===== config.mk =====
export PLATFORM = sky130hd
export DESIGN_NAME = iwd_timeout_guard
export DESIGN_NICKNAME = d
export VERILOG_FILES = /design/src/design/iwd_pkg.sv /design/src/design/iwd_timeout_guard.sv
export SDC_FILE = /design/constraint.sdc
export NUM_CORES = 1
export LEC_CHECK = 0
export BUFFER_PORTS_ARGS = -buffer_cell sky130_fd_sc_hd__buf_2
export CAP_MARGIN = 20
export CORE_MARGIN = 10
export CORE_UTILIZATION = 60
export CTS_BUF_LIST = sky130_fd_sc_hd__clkbuf_2 sky130_fd_sc_hd__clkbuf_4 sky130_fd_sc_hd__clkbuf_8
export DETAILED_ROUTE_END_ITERATION = 12
export PLACE_DENSITY = 0.78
export SYNTH_ARGS = -nofsm -noshare
export SYNTH_HDL_FRONTEND = slang
export SYNTH_SLANG_ARGS = --single-unit

===== constraint.sdc =====
create_clock -name CLK_SYS -period 14.99 [get_ports CLK_SYS]
set_input_delay 1.499 -clock CLK_SYS [delete_from_list [all_inputs] [get_ports CLK_SYS]]
set_output_delay 1.499 -clock CLK_SYS [all_outputs]
set_load 0.005 [all_outputs]

===== src/design/iwd_pkg.sv =====
`default_nettype none
package iwd_pkg;
    localparam int unsigned CLK_HZ = 20_000_000;
    localparam int unsigned CNT_W = 33;
    localparam logic [15:0] ADDR_ARM = 16'h0443;
    localparam logic [15:0] ADDR_DISARM = 16'h0043;
    localparam logic [3:0] PER_1S = 4'h2;
    localparam logic [3:0] PER_2S = 4'h3;
    localparam logic [3:0] PER_10S = 4'h4;
    localparam logic [3:0] PER_20S = 4'h5;
    localparam logic [3:0] PER_110S = 4'h8;
    localparam logic [3:0] PER_220S = 4'h9;
    localparam int unsigned T_1S = 1;
    localparam int unsigned T_2S = 2;
    localparam int unsigned T_10S = 10;
    localparam int unsigned T_20S = 20;
    localparam int unsigned T_110S = 110;
    localparam int unsigned T_220S = 220;
    localparam int unsigned RESET_PULSE_CYC = 16;
    localparam logic [CNT_W-1:0] CNT_ZERO = 33'h0_0000_0000;
    localparam logic [CNT_W-1:0] CNT_ONE = 33'h0_0000_0001;

    typedef enum logic [1:0] {
        IWD_ACT_OFF = 2'b00,
        IWD_ACT_RESET = 2'b01,
        IWD_ACT_NMI = 2'b10,
        IWD_ACT_BAD = 2'b11
    } iwd_action_t;

    typedef struct packed {
        logic rd;
        logic [15:0] addr;
    } iwd_io_t;
endpackage
`default_nettype wire


===== src/design/iwd_timeout_guard.sv =====
`timescale 1ns/1ps
`default_nettype none
// Summary of operation
// - A host read of port 0x443 arms the guard and starts the countdown.
// - A host read of port 0x043 disarms the guard so no timeout can happen.
// - An armed guard whose period ends untriggered performs the chosen action.
// - The action select picks reset, NMI, or disables the guard when open.
// - The NMI setting drives the NMI output instead of the system reset.
// - The period select codes 2,3,4,5,8,9 give 1,2,10,20,110,220 seconds.
module iwd_timeout_guard
    import iwd_pkg::*;
#(
    parameter int unsigned CYC_PER_SEC = CLK_HZ
) (
    input wire logic CLK_SYS,
    input wire logic RST,
    input wire iwd_io_t IO_BUS,
    input wire logic [3:0] PERIOD_SELECT,
    input wire logic [1:0] ACTION_SELECT,
    output logic ARMED,
    output logic SYS_RESET,
    output logic NMI
);
    logic [3:0] per_s1_r, per_s2_r;
    logic [1:0] act_s1_r, act_s2_r;
    logic armed_r;
    logic [CNT_W-1:0] cnt_r;
    logic [4:0] rst_cnt_r;
    logic nmi_r;
    logic arm_hit, disarm_hit, expire, enabled;
    iwd_action_t act;

    // Jumper levels are asynchronous straps
    always_ff @(posedge CLK_SYS or posedge RST) begin
        if (RST) begin
            per_s1_r <= 4'h0;
            per_s2_r <= 4'h0;
            act_s1_r <= 2'h0;
            act_s2_r <= 2'h0;
        end else begin
            per_s1_r <= PERIOD_SELECT;
            per_s2_r <= per_s1_r;
            act_s1_r <= ACTION_SELECT;
            act_s2_r <= act_s1_r;
        end
    end

    function automatic logic [CNT_W-1:0] period_cycles(input logic [3:0] sel);
        logic [CNT_W-1:0] secs;
        secs = CNT_ZERO;
        unique case (sel)
            PER_1S: secs = CNT_W'(T_1S);
            PER_2S: secs = CNT_W'(T_2S);
            PER_10S: secs = CNT_W'(T_10S);
            PER_20S: secs = CNT_W'(T_20S);
            PER_110S: secs = CNT_W'(T_110S);
            PER_220S: secs = CNT_W'(T_220S);
            default: secs = CNT_ZERO;
        endcase
        return CNT_W'(secs * CNT_W'(CYC_PER_SEC));
    endfunction

    assign act = iwd_action_t'(act_s2_r);
    // Unknown codes behave like an open jumper: safest choice
    assign enabled = (act == IWD_ACT_RESET) || (act == IWD_ACT_NMI);
    assign arm_hit = IO_BUS.rd && (IO_BUS.addr == ADDR_ARM);
    assign disarm_hit = IO_BUS.rd && (IO_BUS.addr == ADDR_DISARM);
    assign expire = armed_r && enabled && (cnt_r == CNT_ONE) && !arm_hit && !disarm_hit;

    always_ff @(posedge CLK_SYS or posedge RST) begin
        if (RST) begin
            armed_r <= 1'b0;
        end else if (disarm_hit || !enabled) begin
            armed_r <= 1'b0;
        end else if (arm_hit) begin
            armed_r <= 1'b1;
        end else if (expire) begin
            armed_r <= 1'b0;
        end
    end

    // Unlisted period codes give zero: arming sets ARMED but the guard never expires
    always_ff @(posedge CLK_SYS or posedge RST) begin
        if (RST) begin
            cnt_r <= CNT_ZERO;
        end else if (disarm_hit || !enabled) begin
            cnt_r <= CNT_ZERO;
        end else if (arm_hit) begin
            cnt_r <= period_cycles(per_s2_r);
        end else if (armed_r && cnt_r != CNT_ZERO) begin
            cnt_r <= cnt_r - CNT_ONE;
        end
    end

    // Reset is a pulse so the host sees a clean restart
    always_ff @(posedge CLK_SYS or posedge RST) begin
        if (RST) begin
            rst_cnt_r <= 5'h00;
        end else if (expire && act == IWD_ACT_RESET) begin
            rst_cnt_r <= 5'(RESET_PULSE_CYC);
        end else if (rst_cnt_r != 5'h00) begin
            rst_cnt_r <= rst_cnt_r - 5'h01;
        end
    end

    // NMI holds until the next arm or disarm read
    always_ff @(posedge CLK_SYS or posedge RST) begin
        if (RST) begin
            nmi_r <= 1'b0;
        end else if (expire && act == IWD_ACT_NMI) begin
            nmi_r <= 1'b1;
        end else if (arm_hit || disarm_hit) begin
            nmi_r <= 1'b0;
        end
    end

    assign ARMED = armed_r;
    assign SYS_RESET = (rst_cnt_r != 5'h00);
    assign NMI = nmi_r;

    // Length of the running reset pulse, checked when it ends
    // A pulse cannot be stretched: the host is held in reset meanwhile
    logic [4:0] pulse_len_r;
    always_ff @(posedge CLK_SYS or posedge RST) begin
        if (RST) begin
            pulse_len_r <= 5'h00;
        end else if (SYS_RESET) begin
            pulse_len_r <= pulse_len_r + 5'h01;
        end else begin
            pulse_len_r <= 5'h00;
        end
    end
endmodule // iwd_timeout_guard
`default_nettype wire


==> results of run 1 <==
==> per-stage QoR <==
stage	area, sq um	util (%)	cells
6_report	5650	65.1	716
5_1_grt	5650	65.1	716
4_1_cts	5630	64.8	714
3_5_place_dp	5530	63.7	706
3_3_place_gp	5530	63.7	706
2_1_floorplan	5310	-	581
==> power by group through the flow <==
| stage | clock [uW] | sequential [uW] | combinational, uW |
|---|---|---|---|
| 5_1_grt | 94.0 | 143 | 86.2 |
| 6_report | 87.9 | 143 | 74.9 |
| 3_5_place_dp | 0 | 146 | 73.5 |
| 4_1_cts | 90.7 | 143 | 74.6 |
| 3_3_place_gp | 0 | 145 | 71.4 |
| 2_1_floorplan | 0 | 145 | 54.4 |
==> cells in the mapped netlist (2+ instances only) <==
library cell   n  area share (%)
a31oi_1        3            0.35
ha_1          98              23
xnor2_1       25             4.1
nor4_1         6            0.71
nor3b_1        2            0.28
inv_1         64             4.5
xor2_1        21             3.5
o311ai_0       6            0.99
a21oi_1       30             2.8
nor2_1        46             3.3
o22ai_1        9             1.1
nor4b_1        2            0.33
a21o_1         7            0.99
nor4_4         2            0.80
nand2_1       37             2.6
nand2b_1       7            0.83
o22ai_2        2            0.47
nor2b_1        7            0.83
clkbuf_1       4            0.28
and2_1         5            0.59
and3_1         6            0.71
o21a_1         4            0.57
fa_1          18             6.8
o21ai_0       17             1.6
or2_2          3            0.35
o211ai_1       4            0.57
or4_1          7            0.99
dfrtp_1       52              25
or3b_1         2            0.33
buf_2          4            0.38
nand3_1       14             1.3
o31ai_1        2            0.28
or3_1          4            0.47
nor3_1        19             1.8
o21ai_1       11             1.0
==> worst max-delay path: stages (launching register included) <==
cell and delay (ns):
dfrtp_1 0.43, nand2b_1 0.21, nor2_1 0.47, inv_1 0.29, ha_1 0.35, o21ai_0 0.35, and2_1 0.29, ha_1 0.30
ha_1 0.30, ha_1 0.14, inv_1 0.04, fa_1 0.48, inv_1 0.05, ha_1 0.26, inv_1 0.05, fa_1 0.53
inv_1 0.04, ha_1 0.33, and3_1 0.16, a221o_1 0.33, a2bb2oi_1 0.18, a21o_1 0.19, a21o_1 0.21, a311oi_2 0.40
a21oi_1 0.14, xnor2_1 0.15, o22ai_1 0.09
==> sequential cells by signal, summed over array words and instances (netlist names) <==
signal	cells
act	2
per_s1_r	4
NMI	1
cnt_r	33
rst_cnt_r	5
per_s2_r	4
ARMED	1
act_s1_r	2
==> cells by family after synthesis <==
| group | Yosys count |
|---|---|
| AOI/OAI and AO/OA | 106 |
| xor gates and xnor gates | 46 |
| adders and majority gates | 116 |
| buffers and inverters | 76 |
| DFF | 52 |
| muxes | 1 |
| and+or+nand+nor | 184 |
==> how the worst min path moves through the flow <==
stage	startpoint	to	slack, ns
after floorplan	act_s1_r[0]	act[0]	0.33
after global placement	act_s1_r[1]	act[1]	0.33
after detailed placement	act_s1_r[0]	act[0]	0.34
after CTS	per_s1_r[2]	per_s2_r[2]	0.37
after global routing	per_s1_r[2]	per_s2_r[2]	0.37
final	per_s1_r[2]	per_s2_r[2]	0.36
==> per-layer routing <==
metal | up-vias | global-route usage [%]
met4 | 0 | 5.68
li1 | 2075 | -
met2 | 92 | 30.6
met3 | 16 | 2.89
met1 | 2051 | 23.8
met5 | - | 0
==> cell type report <==
cell class | count | area share, %
clock inverters | 3 | 0.487
flip-flops and latches | 52 | 23.0
well taps | 108 | 2.39
repair buffers | 31 | 3.14
inverters | 64 | 4.25
clock buffers | 5 | 1.22
multi-input cells | 453 | 65.5
==> out/qor.yml, run 1 <==
status: "completed"
final_cell_mix: "ha_1, inv_1, dfrtp_1, nor2_1, nand2_1"
setup_viol: 0
multi_input_area_sq_um: 3700
hold_path_depth: 0
async_flop_share_pct: 100
portBuffers: 27
antenna_found_initial: 0
clkPwrFrac_pct: 28.8
power_frac_comb_pct: 24.5
dp_slack_ns: 8.18
top_layer: "met4"
clockBufferDepth: 2
grt_usage_pct: 18.3
synth_xor_area_share_pct: 7.59
syn-mean-instance-area_sq_um: 9.13
finClkSkew_ns: 0.00714
ys_seq_area_share_pct: 24.5
rr_worst_depth: 26
viasPerCell: 5.91
drc: 0
arrival_ns: 7.07
maxCapViolCount: 0
placementRows: 34
syn_to_final_growth_pct: 6.53
wirelength_met1_um: 5310
yosys.area_share.simple_pct: 19.2
num_vias: 4234
cts-buffers-inserted: 5
synthAdderAreaFrac_pct: 29.9
rsz0062_at_grt: "false"
layout_min_cycle_time_ns: 6.89
required_ns: 15.18
drv_slew: 0
register_area_sq_um: 1300
die_y_um: 114
n_antenna_cell: 0
criticalPathCategory: "register to register"
swShare_pct: 32.5
synthFlopType: "dfrtp_1"
yosysWarnings: 0
fill_cells: 723
clk_pin_slew_ns: 0.11
grt_max_degree: 53
cp-startpoint: "per_s2_r[1]"
ant_nets: 0
holdWs_ns: 0.363
muxShareOfSynthArea_pct: 0.189
grt_pass1_wl_um: 20200
die_area_sq_um: 13000
first_pass_iters: 5
clock-sinks: 52
critical_path.endpoint: "cnt_r[29]"
fmax_mhz: 145
p_leak_uw: 0.00311
start_kind: "register"
seqPwrFrac_pct: 46.7
syn_area_sq_um: 5310
met3_length_um: 450
finalWorstSetupSlack_ns: 8.10
fin_nets: 748
root_buffer: "clkbuf_8"
htreeDepth: 2
wl_per_cell_um: 16.3
hold_viol_final: 0
drt_iter0_drc: 337
regToRegEndpoint: "cnt_r[29]"
routabilityCongestion: 0.930
cts_hold_buf: 0
core_area_sq_um: 8680
synth_nets: 722
slew_headroom_pct: 29.4
grt_overflow: 0
p_total_uw: 306
ys_seq_elements: 52
start_util_pct: 61.1
endpoint_kind: "register"
post-cts-setup-buffer-count: 0
p_int_uw: 206
synth-edff-count: 0
synthesis.instances: 581
hold_path.class: "register to register"
cts_resized: 0
final.period_utilization_pct: 45.9
reg2reg_slack_ns: 8.10
cts_tree: "yes"
power_density_nw_per_um2: 54.1
synth_cell_types: 66
wl_met2_um: 5670
synth_compound_area_share_pct: 12.9
p_sw_uw: 99.4
insertion_delay_ns: 0.31
io_pins: 28
die_w_um: 114
hpwl_um: 9540
crit_fanout: 7
synth_top_family_by_area: "adder cells"
ir_drop_mv: 0.0569
tightest_slew_ns: 1.05
r2r_start: "per_s2_r[1]"
tns_ns: 0
grt_pass1_vias: 4296
wl_um: 11700
layout_commonest_cell: "ha_1"
final_layout_size_suffix_gt1_share_pct: 9.38
Power figures use the tool's default switching activity.
==> inputs of run 2 (changes only) <==
Settings changed: CORE_UTILIZATION 60 to 58, PLACE_DENSITY 0.78 to 0.79.
Clock period 14.99 ns to 6 ns, I/O delays scaled along.
==> out/qor.yml, run 2 (synthesis results as in run 1) <==
num_vias: 4321  # +2.1%
fin_area_sq_um: 5890  # +4.2%
placementRows: 34  # unchanged
tightest_slew_ns: 1.05  # -0.000404 ns
start_util_pct: 60.3  # -0.89 points
die_y_um: 116  # +1.4%
wl_um: 11700  # +0.50%
crit_family: "adder cells"
final_cell_mix: "ha_1, inv_1, dfrtp_1, nor2_1, nand2_1"
layout_min_cycle_time_ns: 5.84  # -1.05 ns
clock-sinks: 52  # unchanged
root_buffer: "clkbuf_8"
reg_top3: "cnt_r: 33 flops, rst_cnt_r: 5 flops"
path_buf_inv: 6  # +1
cts_hold_buf: 0  # unchanged
hold_path.class: "primary input to async pin"
io_pins: 28  # unchanged
first_pass_iters: 5  # unchanged
drt_iter0_drc: 294  # -13%
setup_viol: 0  # unchanged
clockBufferDepth: 2  # unchanged
reg2reg_slack_ns: 0.16  # -7.94 ns
start_kind: "register"
final_layout_size_suffix_gt1_share_pct: 14.3  # +4.9 points
cp-startpoint: "per_s2_r[2]"
grt_pass1_vias: 4364  # +1.6%
arrival_ns: 5.97  # -1.10 ns
status: "completed"
fin_nets: 763  # +2.0%
grt_max_degree: 38  # -28%
grt_overflow: 0  # unchanged
crit_fanout: 6  # -1
regMostFlops: "cnt_r"
antenna_found_initial: 0  # unchanged
r2r_start: "per_s2_r[2]"
hpwl_um: 9340  # -2.1%
core_area_sq_um: 8810  # +1.5%
holdWs_ns: 0.258  # -0.105 ns
ant_nets: 0  # unchanged
insertion_delay_ns: 0.30  # about the same
wl_per_cell_um: 16.1  # -1.6%
slew_headroom_pct: 29.6  # +0.12 points
portBuffers: 27  # unchanged
placed_area_sq_um: 5620  # +1.7%
final.period_utilization_pct: 97.3  # +51 points
routabilityCongestion: 0.890  # -4.4%
clk_pin_slew_ns: 0.10  # about the same
critical_path.endpoint: "cnt_r[29]"
htreeDepth: 2  # unchanged
criticalPathCategory: "register to register"
cts_tree: "yes"
grt_pass1_wl_um: 19900  # -1.5%
drv_slew: 0  # unchanged
die_area_sq_um: 13400  # +2.8%
crit_top_cell: "inv_1"
n_antenna_cell: 0  # unchanged
cp.depth: 26  # unchanged
p_leak_uw: 0.00321  # +3.3%
fmax_mhz: 171  # +18%
regToRegEndpoint: "cnt_r[29]"
maxCapViolCount: 0  # unchanged
viasPerCell: 5.91  # about the same
layout_commonest_cell: "ha_1"
critical-path-slowest-cell: "fa_1"
grt_usage_pct: 17.8  # -0.53 points
required_ns: 6.13  # -9.05 ns
drc: 0  # unchanged
largest_reg_flops: 33  # unchanged
cts-buffers-inserted: 5  # unchanged
endpoint_kind: "register"
slowest_delay_ns: 0.55  # +0.02 ns
rr_worst_depth: 26  # unchanged
syn_to_final_growth_pct: 11.0
die_w_um: 116  # +1.4%
dp_slack_ns: -0.0889  # -8.27 ns
finClkSkew_ns: 0.0130  # +0.00590 ns
power_density_nw_per_um2: 137  # +150%
finalWorstSetupSlack_ns: 0.160  # -7.94 ns
ir_drop_mv: 0.104  # +83%
hold_viol_final: 0  # unchanged
## run 2: changes by cell type in the layout (fill, tap and decap cells not counted), moves of 2 or more
cell	previous run	this run
buf_4	3	17
nand2b_1	7	5
ha_1	98	94
ha_4	0	2
nand2b_4	0	2
nor2_1	46	44
ha_2	0	2
## run 2: worst min-delay path by stage
stage          slack, ns  depth (start not counted)          end
2_1_floorplan       0.33                          0       act[0]
3_3_place_gp        0.34                          0  per_s2_r[0]
3_5_place_dp        0.34                          0  per_s2_r[3]
4_1_cts             0.26                          2    cnt_r[19]
5_1_grt             0.28                          2    cnt_r[17]
6_report            0.26                          2    cnt_r[19]
## run 2: timing repair
| action | CTS | global route |
|---|---|---|
| setup buffers | 1 | 5 |
| resized for setup | 6 | 15 |
| pin swaps | 3 | 9 |
| setup endpoints to repair | 5 | 5 |
| endpoints found under the hold margin | 0 | 0 |
## run 2: where the power goes
part / leakage (uW) / internal, uW / switching [uW]
clock network: 0.0000541 / 124 / 119
logic: 0.00246 / 86.1 / 119
registers: 0.000693 / 354 / 2.87
total: 0.00321 / 564 / 241
## run 2: per-layer routing
metal	vias up	track usage [%]	routed length, um
met5	-	0	0
met4	0	3.92	139
met3	12	2.84	510
met2	99	32.0	5970
met1	2102	22.0	5120
li1	2108	-	-
## run 2: cell type report
| class | count | area, sq um |
|---|---|---|
| multi-input cells | 453 | 3810 |
| clock buffers | 5 | 68.8 |
| clock inverters | 3 | 42.5 |
| well taps | 108 | 135 |
| inverters | 64 | 240 |
| flip-flops and latches | 52 | 1300 |
| repair buffers | 46 | 294 |
| fillers | 697 | 2910 |
## run 2: through the flow
stage,power (uW),setup TNS [ns],instances,util (%)
3_3_place_gp,545,0,715,63.6
3_5_place_dp,554,-0.197,716,63.9
5_1_grt,855,-0.0468,731,66.9
6_report,805,0,731,66.9
4_1_cts,804,0,725,65.5
2_1_floorplan,499,0,581,-
==> inputs of run 3 (changes only) <==
Settings changed: PLACE_DENSITY 0.79 to default, PLACE_DENSITY_LB_ADDON from default to 0.2.
==> out/qor.yml, run 3 (synthesis results as in run 1) <==
status: "completed"
setup_viol: 0  # unchanged
hold_viol_final: 0  # unchanged
fin_area_sq_um: 5850  # -0.76%
final.period_utilization_pct: 95.7  # -1.6 points
die_area_sq_um: 13400  # unchanged
root_buffer: "clkbuf_8"
clock-sinks: 52  # unchanged
finClkSkew_ns: 0.0130  # -0.0000485 ns
drt_iter0_drc: 284  # -3.4%
final_layout_size_suffix_gt1_share_pct: 13.8  # -0.50 points
power_frac_comb_pct: 27.0  # +1.5 points
rsz0062_at_grt: "false"
io_pins: 28  # unchanged
hpwl_um: 9190  # -1.7%
clockBufferDepth: 2  # unchanged
finalWorstSetupSlack_ns: 0.256  # +0.0965 ns
die_y_um: 116  # unchanged
regMostFlops: "cnt_r"
p_sw_uw: 238  # -1.5%
hold_path.class: "primary input to async pin"
routabilityCongestion: 0.880  # -1.1%
placementRows: 34  # unchanged
arrival_ns: 5.92  # -0.05 ns
portBuffers: 27  # unchanged
ir_drop_mv: 0.122  # +17%
fin_nets: 765  # +0.26%
layout_min_cycle_time_ns: 5.74  # -0.0965 ns
swShare_pct: 31.2  # +1.2 points
criticalPathCategory: "register to register"
clk_pin_slew_ns: 0.10  # about the same
cts_hold_buf: 0  # unchanged
insertion_delay_ns: 0.31  # about the same
reg_top3: "cnt_r: 33 flops, rst_cnt_r: 5 flops"
syn_to_final_growth_pct: 10.2
core_area_sq_um: 8810  # unchanged
final_cell_mix: "ha_1, inv_1, dfrtp_1, nor2_1, nand2_1"
clkPwrFrac_pct: 26.1  # -4.0 points
wl_per_cell_um: 15.9  # -0.66%
first_pass_iters: 5  # unchanged
fmax_mhz: 174  # +1.7%
grt_max_degree: 53  # +39%
start_kind: "register"
largest_reg_flops: 33  # unchanged
drc: 0  # unchanged
grt_usage_pct: 17.7  # -0.079 points
layout_commonest_cell: "ha_1"
p_leak_uw: 0.00320  # -0.22%
drv_slew: 0  # unchanged
seqPwrFrac_pct: 46.9  # +2.5 points
crit_fanout: 6  # unchanged
grt_pass1_vias: 4343  # -0.48%
tns_ns: 0  # unchanged
endpoint_kind: "register"
num_vias: 4301  # -0.46%
dp_slack_ns: -0.115  # -0.0261 ns
final_util_pct: 66.4  # -0.51 points
grt_overflow: 0  # unchanged
grt_pass1_wl_um: 19700  # -0.66%
die_w_um: 116  # unchanged
start_util_pct: 60.3  # unchanged
antenna_found_initial: 0  # unchanged
p_int_uw: 525  # -7.0%
n_antenna_cell: 0  # unchanged
cts-buffers-inserted: 5  # unchanged
holdWs_ns: 0.180  # -0.0773 ns
placed_area_sq_um: 5620  # about the same
viasPerCell: 5.88  # -0.60%
power_density_nw_per_um2: 130  # -4.6%
tightest_slew_ns: 1.05  # +0.00300 ns
htreeDepth: 2  # unchanged
cts_tree: "yes"
ant_nets: 0  # unchanged
required_ns: 6.17  # +0.04 ns
wl_um: 11700  # -0.53%
maxCapViolCount: 0  # unchanged
slew_headroom_pct: 29.4  # -0.20 points
==> run 3: changes by cell type in the layout (fill, tap and decap cells not counted), sizes merged <==
cell | before | now
clkbuf | 5 | 6
buf | 46 | 48
bufinv | 1 | 0
clkinvlp | 1 | 0
==> run 3: final cells by class <==
class	instances	area, sq um
sequential	52	1300
tap	108	135
inverter	64	240
multi-input combinational	453	3780
fill	716	2960
clock buffer	6	76.3
timing repair buffer	48	305
clock inverter	1	5.00
==> run 3: worst max-delay path, cell delays in order (launching register included) <==
cell       delay, ns
dfrtp_1         0.42
nand2b_4        0.18
nor2_4          0.11
inv_1           0.06
ha_2            0.21
buf_4           0.16
o31ai_2         0.09
ha_1            0.31
ha_1            0.30
ha_1            0.14
inv_1           0.05
fa_1            0.50
inv_1           0.04
ha_1            0.26
inv_1           0.06
fa_1            0.55
inv_1           0.07
ha_4            0.26
and3_1          0.18
a221o_1         0.32
a2bb2oi_2       0.16
a21o_1          0.18
a21o_1          0.19
a311oi_2        0.35
o21ai_1         0.14
mux2i_1         0.20
o211ai_1        0.11
==> run 3: through the flow <==
stage | power (uW) | cells
2_1_floorplan | 499 | 581
3_3_place_gp | 547 | 717
3_5_place_dp | 552 | 717
4_1_cts | 756 | 726
5_1_grt | 808 | 732
6_report | 762 | 732
==> run 3: power by group through the flow <==
| stage | Clock [uW] | Combinational [uW] | Sequential (uW) |
|---|---|---|---|
| 6_report | 199 | 206 | 357 |
| 4_1_cts | 203 | 197 | 357 |
| 2_1_floorplan | 0 | 136 | 363 |
| 3_3_place_gp | 0 | 183 | 363 |
| 5_1_grt | 218 | 233 | 358 |
| 3_5_place_dp | 0 | 189 | 364 |
==> run 3: worst paths after layout <==
| kind | start | endpoint | slack [ns] | cells past startpoint |
|---|---|---|---|---|
| min in group CLK_SYS | act_s1_r[1] | act[1] | 0.36 | 0 |
| max in group asynchronous | RST | cnt_r[6] | 5.31 | 3 |
| worst max register to register | per_s2_r[2] | cnt_r[31] | 0.26 | 26 |
| worst max-delay path | per_s2_r[2] | cnt_r[31] | 0.26 | 26 |
| worst min register to register | act_s1_r[1] | act[1] | 0.36 | 0 |
| worst min-delay path | RST | per_s1_r[3] | 0.18 | 2 |
==> run 3: routing by layer <==
metal  part of all wire [%]  track usage (%)
met3                    4.7             3.10
met2                     48             30.7
met4                    2.3             6.01
met5                      0                0
met1                     45             21.8
==> run 3: timing repair <==
item | in CTS | in global routing
pin swaps | 2 | 10
endpoints found under the setup margin | 3 | 7
gates resized for setup | 4 | 12
buffers inserted | 2 | 4
gates cloned | 0 | 0
